==> src/inc/scss_pkg.sv <==
// Constants, types and timing for the smart card session sequencer.
// Assumes a 40 MHz system clock; all pin inputs arrive asynchronously.
package scss_pkg;
  localparam int SCSS_CLK_MHZ = 40;
  localparam int SCSS_WIN_NS = 400;
  localparam int SCSS_WIN_CYC = SCSS_WIN_NS * SCSS_CLK_MHZ / 1000;
  localparam int SCSS_RDY_US = 20;
  localparam int SCSS_RDY_CYC = SCSS_RDY_US * SCSS_CLK_MHZ;
  localparam int SCSS_CHK_US = 510;
  localparam int SCSS_CHK_CYC = SCSS_CHK_US * SCSS_CLK_MHZ;
  localparam int SCSS_TW = 16;
  localparam int SCSS_AW = 8;
  localparam logic [15:0] SCSS_T_RST = 16'h0028;
  localparam logic [7:0] SCSS_OFF_T1 = 8'h00;
  localparam logic [7:0] SCSS_OFF_T2 = 8'h04;
  localparam logic [7:0] SCSS_OFF_T3 = 8'h08;
  localparam logic [7:0] SCSS_OFF_T4 = 8'h0C;
  localparam logic [7:0] SCSS_OFF_STATUS = 8'h10;
  localparam logic [2:0] SCSS_SEL_ST = 3'h4;
  localparam logic [2:0] SCSS_SEL_BAD = 3'h5;
  localparam logic [1:0] SCSS_V_NONE = 2'h0;
  localparam logic [1:0] SCSS_V_3 = 2'h1;
  localparam logic [1:0] SCSS_V_5 = 2'h2;
  localparam logic [1:0] SCSS_V_18 = 2'h3;
  localparam logic [1:0] SCSS_STEP_LAST = 2'h3;
  localparam logic [1:0] SCSS_STEP_IO = 2'h2;
  localparam logic [1:0] SCSS_STEP_CLK = 2'h1;
  localparam logic [1:0] SCSS_STEP_RST = 2'h0;

  typedef enum logic [1:0] {SCSS_ST_OFF, SCSS_ST_ACT, SCSS_ST_ON, SCSS_ST_DEACT} scss_state_t;
  typedef enum logic [1:0] {SCSS_DIR_IDLE, SCSS_DIR_HOST_IN, SCSS_DIR_CARD_IN} scss_dir_t;

  typedef struct packed {
    logic req_l_n;
    logic req_h_n;
    logic rst;
    logic clk;
    logic cs;
    logic off_ack;
    logic card_in;
    logic ovc;
    logic vcc_ok;
    logic route;
    logic [2:0] host;
    logic [2:0] card;
  } scss_pins_t;

  typedef struct packed {
    logic req_l_n;
    logic req_h_n;
    logic rst;
    logic clk;
  } scss_ctl_t;

  typedef struct packed {
    logic [17:0] pad;
    logic [1:0] step;
    logic [1:0] state;
    logic [1:0] vsel;
    logic ready;
    logic fault_n;
    logic card_in;
    logic rx_en;
    logic vcc_on;
    logic clk_en;
    logic rst_en;
    logic route;
  } scss_status_t;

  localparam scss_ctl_t SCSS_CTL_RST = '{req_l_n: 1'h1, req_h_n: 1'h1, default: 1'h0};
  localparam scss_pins_t SCSS_PINS_RST = '{req_l_n: 1'h1, req_h_n: 1'h1, cs: 1'h1,
    host: 3'h7, card: 3'h7, default: 1'h0};
endpackage

==> src/inc/scss_line_if.sv <==
// Control and pin signals of one host/card data line pair.
// Assumes the sequencer drives the control side and the arbiter the pins.
`timescale 1ns/1ps
interface scss_line_if;
  logic rx_en;
  logic pass_en;
  logic host_i;
  logic card_i;
  logic host_o;
  logic host_oe_n;
  logic card_o;
  logic card_oe_n;
  modport ctl (output rx_en, output pass_en, output host_i, output card_i,
    input host_o, input host_oe_n, input card_o, input card_oe_n);
  modport arb (input rx_en, input pass_en, input host_i, input card_i,
    output host_o, output host_oe_n, output card_o, output card_oe_n);
endinterface

==> src/scss_line_arb.sv <==
// Direction arbiter for one host/card data line pair.
// Assumes inputs already synchronised to clk_sys; released lines are pulled up.
`timescale 1ns/1ps
module scss_line_arb
  import scss_pkg::*;
(
  input wire logic clk_sys,
  input wire logic rst,
  scss_line_if.arb lp
);
  scss_dir_t dir_q, dir_d;
  logic host_prev_q;
  logic card_prev_q;
  logic host_fell, card_fell, host_rose, card_rose;

  assign host_fell = host_prev_q & ~lp.host_i;
  assign card_fell = card_prev_q & ~lp.card_i;
  assign host_rose = ~host_prev_q & lp.host_i;
  assign card_rose = ~card_prev_q & lp.card_i;

  always_ff @(posedge clk_sys)
  begin
    if (rst)
    begin
      host_prev_q <= 1'h1;
      card_prev_q <= 1'h1;
    end
    else
    begin
      host_prev_q <= lp.host_i;
      card_prev_q <= lp.card_i;
    end
  end

  always_comb
  begin
    dir_d = dir_q;
    if (!lp.rx_en || !lp.pass_en)
      dir_d = SCSS_DIR_IDLE; // RQ14
    else
    begin
      unique case (dir_q)
        SCSS_DIR_IDLE:
          if (host_fell)
            dir_d = SCSS_DIR_HOST_IN; // RQ18
          else if (card_fell)
            dir_d = SCSS_DIR_CARD_IN; // RQ18
        SCSS_DIR_HOST_IN:
          if (host_rose)
            dir_d = SCSS_DIR_IDLE; // RQ19
        SCSS_DIR_CARD_IN:
          if (card_rose)
            dir_d = SCSS_DIR_IDLE; // RQ19
        default:
          dir_d = SCSS_DIR_IDLE;
      endcase
    end
  end

  always_ff @(posedge clk_sys)
  begin
    if (rst)
      dir_q <= SCSS_DIR_IDLE;
    else
      dir_q <= dir_d;
  end

  // Card side held low until reception; host side released high
  always_ff @(posedge clk_sys)
  begin
    if (rst)
    begin
      lp.card_o <= 1'h0; // RQ17
      lp.card_oe_n <= 1'h0;
      lp.host_o <= 1'h1;
      lp.host_oe_n <= 1'h1;
    end
    else
    begin
      lp.card_o <= (dir_d == SCSS_DIR_HOST_IN) ? lp.host_i : 1'h0; // RQ1
      lp.card_oe_n <= lp.rx_en && (dir_d != SCSS_DIR_HOST_IN); // RQ17
      lp.host_o <= (dir_d == SCSS_DIR_CARD_IN) ? lp.card_i : 1'h1;
      lp.host_oe_n <= (dir_d != SCSS_DIR_CARD_IN); // RQ18
    end
  end
endmodule

==> src/scss_top.sv <==
// Smart card session sequencer: activation, deactivation, fault and line control.
// Assumes APB master on clk_sys; pins asynchronous; released lines pulled up outside.
//
// Contract
// RQ1: Card clock, reset, data and auxiliary lines stay low outside a session.
// RQ2: After a supply request falls, card lines stay low until ready rises.
// RQ3: Host keeps its line images low and still until ready is high.
// RQ4: Activation starts only with a card present and fault output high.
// RQ5: Deactivate on both requests high, on a fault, or on shutdown acknowledge.
// RQ6: Over-current, supply under-voltage and card removal are hardware faults.
// RQ7: Deactivation: reset low, then clock stop, then data low, then supply off.
// RQ8: Host clock goes to the card unshaped; last pulse may be short.
// RQ9: Outside a session the fault output shows card presence only; a latched fault holds it low until both requests are high when off.
// RQ10: In a session a fault drops the fault output and starts deactivation together.
// RQ11: Host stops toggling its lines once the fault output falls in session.
// RQ12: Select high lets the control inputs act and data lines pass.
// RQ13: Select falling captures reset, request and clock inputs until it rises.
// RQ14: Select low blocks all data transfer between host and card lines.
// RQ15: Select low releases the fault and ready outputs to high impedance.
// RQ16: Select never affects fault sensing, card detect or card type routing.
// RQ17: After reset card data lines are low and host data lines high.
// RQ18: First falling data line becomes input; the other is driven as output.
// RQ19: A rise on the input line returns both lines to neutral idle.
// RQ20: Request falls choose voltage; both within the window choose the lowest.
// RQ21: Ready rises after supply stays in range for the settle time.
// RQ22: At the check time a low ready forces emergency deactivation.
// RQ23: Deactivation step intervals are software-set cycle counts.
//
// Design decisions made here: the register offsets and the APB interface to the registers.
`timescale 1ns/1ps
module scss_top
  import scss_pkg::*;
#(
  parameter int CHK_CYC = SCSS_CHK_CYC
)
(
  input wire logic clk_sys,
  input wire logic rst,
  input wire logic psel,
  input wire logic penable,
  input wire logic pwrite,
  input wire logic [SCSS_AW-1:0] paddr,
  input wire logic [31:0] pwdata,
  output logic [31:0] prdata,
  output logic pready,
  output logic pslverr,
  input wire logic supply_request_low_v_n,
  input wire logic supply_request_high_v_n,
  input wire logic card_reset_input,
  input wire logic card_clock_input,
  input wire logic chip_select,
  input wire logic shutdown_ack,
  input wire logic card_detect_input,
  input wire logic overcurrent,
  input wire logic vcc_in_range,
  input wire logic card_type_route_select,
  input wire logic host_data_line_i,
  output logic host_data_line_o,
  output logic host_data_line_oe_n,
  input wire logic host_extra_line1_i,
  output logic host_extra_line1_o,
  output logic host_extra_line1_oe_n,
  input wire logic host_extra_line2_i,
  output logic host_extra_line2_o,
  output logic host_extra_line2_oe_n,
  input wire logic card_data_line_i,
  output logic card_data_line_o,
  output logic card_data_line_oe_n,
  input wire logic card_extra_line1_i,
  output logic card_extra_line1_o,
  output logic card_extra_line1_oe_n,
  input wire logic card_extra_line2_i,
  output logic card_extra_line2_o,
  output logic card_extra_line2_oe_n,
  output logic card_rst,
  output logic card_clk,
  output logic vcc_enable,
  output logic [1:0] vcc_select,
  output logic route_usb,
  output logic fault_n_o,
  output logic fault_n_oe_n,
  output logic ready_o,
  output logic ready_oe_n
);
  localparam int CW = $clog2(CHK_CYC + 1);
  localparam int RW = $clog2(SCSS_RDY_CYC + 1);
  localparam int WW = $clog2(SCSS_WIN_CYC + 1);

  if (CHK_CYC <= SCSS_WIN_CYC)
  begin : g_chk
    $error("CHK_CYC too small");
  end

  function automatic logic [2:0] reg_sel(input logic [SCSS_AW-1:0] a);
    unique case (a)
      SCSS_OFF_T1: reg_sel = 3'h0;
      SCSS_OFF_T2: reg_sel = 3'h1;
      SCSS_OFF_T3: reg_sel = 3'h2;
      SCSS_OFF_T4: reg_sel = 3'h3;
      SCSS_OFF_STATUS: reg_sel = SCSS_SEL_ST;
      default: reg_sel = SCSS_SEL_BAD;
    endcase
  endfunction

  scss_pins_t pin_raw, s1_q, s2_q;
  scss_ctl_t hold_q, eff;
  scss_state_t st_q, st_d;
  logic req_l_prev_q, req_h_prev_q;
  logic fall_l, fall_h, rel, in_session, fault_ev, chk_hit, chk_fail, deact_go, start;
  logic step_done;
  logic [CW-1:0] chk_cnt_q;
  logic [RW-1:0] rdy_cnt_q;
  logic [WW-1:0] win_q;
  logic [SCSS_TW-1:0] dcnt_q;
  logic [1:0] step_q;
  logic [SCSS_TW-1:0] t_q [4];
  logic ready_q, vcc_on_q, rst_en_q, clk_en_q, rx_en_q, fault_q;
  logic fault_n_q, fault_oe_n_q, ready_oe_n_q, card_rst_q, card_clk_q, route_q;
  logic [1:0] vsel_q;
  logic pready_q, pslverr_q;
  logic [31:0] prdata_q;
  logic [2:0] sel;
  scss_status_t stat;

  assign pin_raw = '{req_l_n: supply_request_low_v_n, req_h_n: supply_request_high_v_n,
    rst: card_reset_input, clk: card_clock_input, cs: chip_select, off_ack: shutdown_ack,
    card_in: card_detect_input, ovc: overcurrent, vcc_ok: vcc_in_range,
    route: card_type_route_select,
    host: {host_extra_line2_i, host_extra_line1_i, host_data_line_i},
    card: {card_extra_line2_i, card_extra_line1_i, card_data_line_i}};

  // Two-stage synchroniser for every pin
  always_ff @(posedge clk_sys)
  begin
    if (rst)
    begin
      s1_q <= SCSS_PINS_RST;
      s2_q <= SCSS_PINS_RST;
    end
    else
    begin
      s1_q <= pin_raw;
      s2_q <= s1_q;
    end
  end

  // Control inputs latched while select is low
  always_ff @(posedge clk_sys)
  begin
    if (rst)
      hold_q <= SCSS_CTL_RST;
    else if (s2_q.cs)
      hold_q <= '{req_l_n: s2_q.req_l_n, req_h_n: s2_q.req_h_n, rst: s2_q.rst, clk: s2_q.clk};
  end
  assign eff = s2_q.cs ? scss_ctl_t'{req_l_n: s2_q.req_l_n, req_h_n: s2_q.req_h_n,
    rst: s2_q.rst, clk: s2_q.clk} : hold_q; // RQ12 RQ13

  always_ff @(posedge clk_sys)
  begin
    if (rst)
    begin
      req_l_prev_q <= 1'h1;
      req_h_prev_q <= 1'h1;
    end
    else
    begin
      req_l_prev_q <= eff.req_l_n;
      req_h_prev_q <= eff.req_h_n;
    end
  end

  assign fall_l = req_l_prev_q & ~eff.req_l_n; // RQ20
  assign fall_h = req_h_prev_q & ~eff.req_h_n;
  assign rel = eff.req_l_n & eff.req_h_n;
  assign in_session = (st_q == SCSS_ST_ACT) || (st_q == SCSS_ST_ON);
  assign fault_ev = in_session && (s2_q.ovc || !s2_q.card_in || (ready_q && !s2_q.vcc_ok)
    || s2_q.off_ack); // RQ6 RQ16
  assign chk_hit = (st_q == SCSS_ST_ACT) && (chk_cnt_q == CW'(CHK_CYC - 1));
  assign chk_fail = chk_hit && !ready_q; // RQ22
  assign deact_go = in_session && (rel || fault_ev || chk_fail); // RQ5
  assign start = (st_q == SCSS_ST_OFF) && (fall_l || fall_h) && s2_q.card_in
    && fault_n_q; // RQ4
  assign step_done = ({1'h0, dcnt_q} + 17'h00001) >= {1'h0, t_q[step_q]}; // RQ23

  always_comb
  begin
    st_d = st_q;
    unique case (st_q)
      SCSS_ST_OFF:
        if (start)
          st_d = SCSS_ST_ACT;
      SCSS_ST_ACT:
        if (deact_go)
          st_d = SCSS_ST_DEACT;
        else if (chk_hit)
          st_d = SCSS_ST_ON;
      SCSS_ST_ON:
        if (deact_go)
          st_d = SCSS_ST_DEACT;
      SCSS_ST_DEACT:
        if (step_q == SCSS_STEP_LAST && step_done)
          st_d = SCSS_ST_OFF;
    endcase
  end

  always_ff @(posedge clk_sys)
  begin
    if (rst)
      st_q <= SCSS_ST_OFF;
    else
      st_q <= st_d;
  end

  // Activation check timer and voltage window
  always_ff @(posedge clk_sys)
  begin
    if (rst || st_q != SCSS_ST_ACT)
    begin
      chk_cnt_q <= '0;
      win_q <= '0;
    end
    else
    begin
      chk_cnt_q <= chk_cnt_q + CW'(1);
      if (win_q != WW'(SCSS_WIN_CYC))
        win_q <= win_q + WW'(1);
    end
  end

  always_ff @(posedge clk_sys)
  begin
    if (rst)
      vsel_q <= SCSS_V_NONE;
    else if (start)
      vsel_q <= (fall_l && fall_h) ? SCSS_V_18 : (fall_l ? SCSS_V_3 : SCSS_V_5); // RQ20
    else if (st_q == SCSS_ST_ACT && win_q != WW'(SCSS_WIN_CYC)
      && ((vsel_q == SCSS_V_3 && fall_h) || (vsel_q == SCSS_V_5 && fall_l)))
      vsel_q <= SCSS_V_18; // RQ20
    else if (st_q == SCSS_ST_OFF)
      vsel_q <= SCSS_V_NONE;
  end

  // Supply settle timer and ready flag
  always_ff @(posedge clk_sys)
  begin
    if (rst || !vcc_on_q || !s2_q.vcc_ok)
    begin
      rdy_cnt_q <= '0;
      ready_q <= 1'h0;
    end
    else if (rdy_cnt_q == RW'(SCSS_RDY_CYC - 1))
      ready_q <= 1'h1; // RQ21
    else
      rdy_cnt_q <= rdy_cnt_q + RW'(1);
  end

  // Deactivation step timer
  always_ff @(posedge clk_sys)
  begin
    if (rst || st_q != SCSS_ST_DEACT)
    begin
      dcnt_q <= '0;
      step_q <= SCSS_STEP_RST;
    end
    else if (step_done)
    begin
      dcnt_q <= '0;
      step_q <= step_q + 2'h1;
    end
    else
      dcnt_q <= dcnt_q + SCSS_TW'(1);
  end

  // Line enables dropped in order
  always_ff @(posedge clk_sys)
  begin
    if (rst)
    begin
      vcc_on_q <= 1'h0;
      rst_en_q <= 1'h0;
      clk_en_q <= 1'h0;
      rx_en_q <= 1'h0;
    end
    else if (start)
    begin
      vcc_on_q <= 1'h1;
      rst_en_q <= 1'h1;
      clk_en_q <= 1'h1;
    end
    else if (st_q == SCSS_ST_DEACT && step_done)
    begin
      unique case (step_q)
        SCSS_STEP_RST: rst_en_q <= 1'h0; // RQ7
        SCSS_STEP_CLK: clk_en_q <= 1'h0; // RQ7
        SCSS_STEP_IO: rx_en_q <= 1'h0; // RQ7
        SCSS_STEP_LAST: vcc_on_q <= 1'h0; // RQ7
      endcase
    end
    else if (in_session && ready_q)
      rx_en_q <= 1'h1; // RQ17
  end

  // Fault latch: a new fault wins over the release clear
  always_ff @(posedge clk_sys)
  begin
    if (rst)
      fault_q <= 1'h0;
    else if (fault_ev || chk_fail)
      fault_q <= 1'h1;
    else if (st_q == SCSS_ST_OFF && rel)
      fault_q <= 1'h0;
  end

  // Pin outputs
  always_ff @(posedge clk_sys)
  begin
    if (rst)
    begin
      fault_n_q <= 1'h0;
      fault_oe_n_q <= 1'h1;
      ready_oe_n_q <= 1'h1;
      card_rst_q <= 1'h0;
      card_clk_q <= 1'h0;
      route_q <= 1'h0;
    end
    else
    begin
      fault_n_q <= s2_q.card_in && !fault_q && !fault_ev && !chk_fail; // RQ9 RQ10
      fault_oe_n_q <= !s2_q.cs; // RQ15
      ready_oe_n_q <= !s2_q.cs; // RQ15
      card_rst_q <= eff.rst && rst_en_q && ready_q; // RQ1 RQ2
      card_clk_q <= eff.clk && clk_en_q && ready_q; // RQ8
      route_q <= s2_q.route; // RQ16
    end
  end

  // Data line arbiters
  scss_line_if lp[3] ();
  for (genvar i = 0; i < 3; i++)
  begin : g_line
    assign lp[i].rx_en = rx_en_q && ready_q;
    assign lp[i].pass_en = s2_q.cs; // RQ14
    assign lp[i].host_i = s2_q.host[i];
    assign lp[i].card_i = s2_q.card[i];
    scss_line_arb u_arb (
      .clk_sys(clk_sys),
      .rst(rst),
      .lp(lp[i])
    );
  end

  // APB slave, one wait state
  assign sel = reg_sel(paddr);
  assign stat = '{pad: '0, step: step_q, state: st_q, vsel: vsel_q, ready: ready_q,
    fault_n: fault_n_q, card_in: s2_q.card_in, rx_en: rx_en_q, vcc_on: vcc_on_q,
    clk_en: clk_en_q, rst_en: rst_en_q, route: route_q};

  always_ff @(posedge clk_sys)
  begin
    if (rst)
    begin
      pready_q <= 1'h0;
      pslverr_q <= 1'h0;
      prdata_q <= 32'h00000000;
    end
    else
    begin
      pready_q <= psel && penable && !pready_q;
      pslverr_q <= psel && penable && !pready_q && sel == SCSS_SEL_BAD;
      if (psel && penable && !pready_q && !pwrite)
        prdata_q <= (sel == SCSS_SEL_ST) ? 32'(stat) :
          (sel == SCSS_SEL_BAD) ? 32'h00000000 : {16'h0000, t_q[sel[1:0]]};
    end
  end

  always_ff @(posedge clk_sys)
  begin
    if (rst)
      for (int k = 0; k < 4; k++)
        t_q[k] <= SCSS_T_RST;
    else if (psel && penable && pready_q && pwrite && !sel[2])
      t_q[sel[1:0]] <= pwdata[SCSS_TW-1:0]; // RQ23
  end

  assign prdata = prdata_q;
  assign pready = pready_q;
  assign pslverr = pslverr_q;
  assign card_rst = card_rst_q;
  assign card_clk = card_clk_q;
  assign vcc_enable = vcc_on_q;
  assign vcc_select = vsel_q;
  assign route_usb = route_q;
  assign fault_n_o = fault_n_q;
  assign fault_n_oe_n = fault_oe_n_q;
  assign ready_o = ready_q;
  assign ready_oe_n = ready_oe_n_q;
  assign host_data_line_o = lp[0].host_o;
  assign host_data_line_oe_n = lp[0].host_oe_n;
  assign host_extra_line1_o = lp[1].host_o;
  assign host_extra_line1_oe_n = lp[1].host_oe_n;
  assign host_extra_line2_o = lp[2].host_o;
  assign host_extra_line2_oe_n = lp[2].host_oe_n;
  assign card_data_line_o = lp[0].card_o;
  assign card_data_line_oe_n = lp[0].card_oe_n;
  assign card_extra_line1_o = lp[1].card_o;
  assign card_extra_line1_oe_n = lp[1].card_oe_n;
  assign card_extra_line2_o = lp[2].card_o;
  assign card_extra_line2_oe_n = lp[2].card_oe_n;
endmodule
==> config.mk <==
export PLATFORM = sky130hd
export DESIGN_NAME = scss_top
export DESIGN_NICKNAME = d
export VERILOG_FILES = /design/src/inc/scss_pkg.sv /design/src/inc/scss_line_if.sv /design/src/scss_line_arb.sv /design/src/scss_top.sv
export SDC_FILE = /design/constraint.sdc
export NUM_CORES = 1
export LEC_CHECK = 0
export ABC_AREA = 1
export BUFFER_PORTS_ARGS = -buffer_cell sky130_fd_sc_hd__buf_2
export CAP_MARGIN = 20
export CELL_PAD_IN_SITES_DETAIL_PLACEMENT = 1
export CELL_PAD_IN_SITES_GLOBAL_PLACEMENT = 1
export CORE_ASPECT_RATIO = 1.1
export CORE_MARGIN = 2
export CORE_UTILIZATION = 44
export CTS_CLUSTER_SIZE = 8
export DETAILED_ROUTE_END_ITERATION = 8
export GPL_ROUTABILITY_DRIVEN = 0
export PLACE_DENSITY_LB_ADDON = 0.1
export SLEW_MARGIN = 20
export SYNTH_ARGS = -nofsm -noshare
export SYNTH_HDL_FRONTEND = slang
export SYNTH_SLANG_ARGS = --single-unit
==> constraint.sdc <==
create_clock -name clk_sys -period 3.1 [get_ports clk_sys]
set_clock_uncertainty 0.1 [all_clocks]
set_input_delay 0 -clock clk_sys [delete_from_list [all_inputs] [get_ports clk_sys]]
set_output_delay 0 -clock clk_sys [all_outputs]
set_load 0.01 [all_outputs]
==> flow_summary.ini <==
[worst_setup_path]
arrival_ns = 3.30
crit_path_end_kind = flop
cp_data_required_time_ns = 3.43
slowest_delay_ns = 0.37
crit_fanout = 4
crit_chain = nand3_4, nor2_4, inv_2, nor2_4, nand4_1, nor2_2, nand3_2, xor2_1, inv_1, ha_4, nand4_1, nor2_1, nand2_1, nand3_1, nor2_1, nand2_2, inv_4, nor2_4, nand2_1, nand3_1, nand2_1
critPathSlowestCell = dfxtp_4
critPathLaunchType = flop
worstSetupPathType = flop to flop

[layout]
design_area_sq_um = 12200
num-fill-cells = 2700
drive_above_1_share_pct = 20.4
final_util_pct = 55.3
area_delta_synth_final_pct = 23.4
final_nets = 1481

[die]
design.core.area_sq_um = 22100
start_util_pct = 44.8
ios = 117
die_width_um = 147
die_h_um = 161
rows = 57
die_area_sq_um = 23700

[routing]
drc = 0
drt-initial-drc-count = 382
num_vias = 8521
via_per_inst = 5.02
ant_nets = 0
firstDrtPassIters = 5
wire_per_inst_um = 17.3
drt_wl_total_mm = 29.3

[timing]
finalHoldViolations = 0
fin_crit_ns = 2.97
setup_viol = 0
max-slew-margin-rel_pct = 59.3
fmax_mhz = 337
report.final.slew_viol_count = 0
rsz0062_at_grt = true
post-route-period-util_pct = 95.8
worstMarginPinSlew_ns = 0.605

[global_routing]
grt_pass1_vias = 9137
globalRouteOverflowTotal = 0
track_usage_pct = 24.5
grt_first_pass_wirelength_mm = 46.3
antenna_found_initial = 1
grt_max_degree = 47

[power_and_ir_drop]
p_per_area_nw_per_um2 = 511
power_leakage_nw = 5.28
ir_drop_uv = 472

[synth]
async_flop_share_pct = 0
syn_area_sq_um = 9910
synth_top_cell_area_share_pct = 28.9
yosysWarnings = 0
yosysTopAreaCell = dfxtp_1
synth-seq-cells = 207
ys.flop_type = dfxtp_1
avgSynthCellArea_sq_um = 8.07
ys_types = 47
seq_area_frac_synth_pct = 48.3
synth-edff-count = 64
syn-instance-count = 1228
synthTopCellsByArea = dfxtp_1, edfxtp_1, nand2_1

[clock_tree]
cts.htree.levels = 1
cts_root_buf = clkbuf_16
cts_buffers = 29
clk_pin_slew_ns = 0.05
cts_tree = yes
clock_path_buffers = 3
cts.sinks = 207
worst_skew_pair.late_latency_ns = 0.55

[placement]
io_buffers = 84
place_hpwl_mm = 18.9
postPlaceCellArea_sq_um = 10600

[outcome]
status = complete, no violations

[run]
cap_violations = 0

[worst_hold_path]
hold_path.class = input port to flop
[flip-flops by register name, indices dropped and copies added, names as in the netlist, 5 cells and up, named ones only]
signal and count:
win_q 5, rdy_cnt_q 10, g_line.u_arb.dir_q 6, dcnt_q 16, s1_q 16, prdata 16, chk_cnt_q 15, s2_q 9
t_q 64
[routing by layer]
metal	up-vias	share of wire (%)	track usage, %
met1	4087	43	29.6
met2	175	50	44.4
met5	-	0	0
met4	0	3.5	8.57
met3	73	4.2	3.42
li1	4186	-	-
[layout make-up]
cell class              instances  area (sq um)  share of cell area (%)
flip-flops and latches        207          4790                    39.2
multi-input cells             799          4340                    35.5
repair buffers                172          1230                    10.1
clock buffers                  41           771                    6.31
inverters                     182           688                    5.63
well taps                     295           369                    3.02
clock inverters                 1          20.0                   0.164
diodes                          1          2.50                  0.0205
[power by group]
group          internal (mW)  switching [mW]
logic                  0.190           0.313
clock network           1.69            1.14
registers               2.87          0.0469
[stage by stage]
| step | setup WS, ns | power, mW | hold WS, ns | setup TNS (ns) | cells |
|---|---|---|---|---|---|
| 2_1_floorplan | 0.356 | 3.25 | 0.00381 | 0 | 1243 |
| 5_1_grt | -0.158 | 6.49 | 0.0895 | -2.28 | 1697 |
| 4_1_cts | 0.0157 | 6.27 | 0.0287 | 0 | 1692 |
| 3_3_place_gp | 0.0157 | 3.37 | 0.0813 | 0 | 1594 |
| 6_report | 0.130 | 6.25 | 0.0222 | 0 | 1698 |
| 3_5_place_dp | -0.146 | 3.39 | 0.0851 | -1.42 | 1594 |
[kinds of logic after synthesis]
family,count (synthesis),synth area share (%)
AND/OR/NAND/NOR,565,26.2
XOR/XNOR,13,1.15
multiplexers,1,0.101
AO/OA/AOI/OAI,175,9.96
other,1,0.0379
adder cells (fa/ha/maj),29,3.66
buffers and inverters,237,10.6
flip-flops,207,48.3
[synthesized netlist by cell type, types with 15 or more instances]
library cell  instances
ha_1                 29
clkbuf_1             19
inv_1               172
buf_4                21
nor3_1               30
nand2_1             240
nor2_2               15
nand3_1              30
o21ai_0              63
edfxtp_1             64
or2_2                23
nor2_1              164
dfxtp_1             143
a21oi_1              75
[what timing repair did]
item / in CTS / in global routing
endpoints found under the hold margin: 122 / 0
buffers inserted: 2 / 5
pin swaps: 0 / 26
resized for setup: 7 / 46
hold buffers: 54 / 0
endpoints found under the setup margin: 26 / 26
[final timing paths]
path                                                 to            startpoint  cells after the start  slack [ns]
worst max register to register    clk_en_q$_SDFFE_PP0P_  dcnt_q[0]$_SDFF_PP0_                     21        0.13
worst max-delay path              clk_en_q$_SDFFE_PP0P_  dcnt_q[0]$_SDFF_PP0_                     21        0.13
worst min register to register  lp[2].card_i$_SDFF_PP1_    s1_q[2]$_SDFF_PP1_                      1        0.30
worst min-delay path                 pslverr$_SDFF_PP0_              paddr[1]                      5        0.02
[critical path, delay by kind of cell (launching register included)]
family,cells,cell delay (ns)
flops,1,0.37
buf+inv,3,0.24
xor+xnor,1,0.21
simple gates,16,1.64
fa+ha+maj,1,0.28
[cell usage in the layout, fill, tap and decap left out, types with 12 or more instances in the layout]
cell           count
nand2_1          235
inv_1            167
nor2_1           158
dfxtp_1          140
buf_2             84
a21oi_1           71
edfxtp_1          64
o21ai_0           60
dlygate4sd3_1     54
buf_4             32
clkbuf_16         29
nor3_1            28
nand3_1           25
ha_1              24
or2_2             23
nor2_2            18
conb_1            16
nor2_4            15
nand2_2           15
o211ai_1          14
inv_2             13
nand4_1           13
nor3_2            12
a21oi_2           12
clkbuf_1          12
Power figures use the tool's default switching activity.
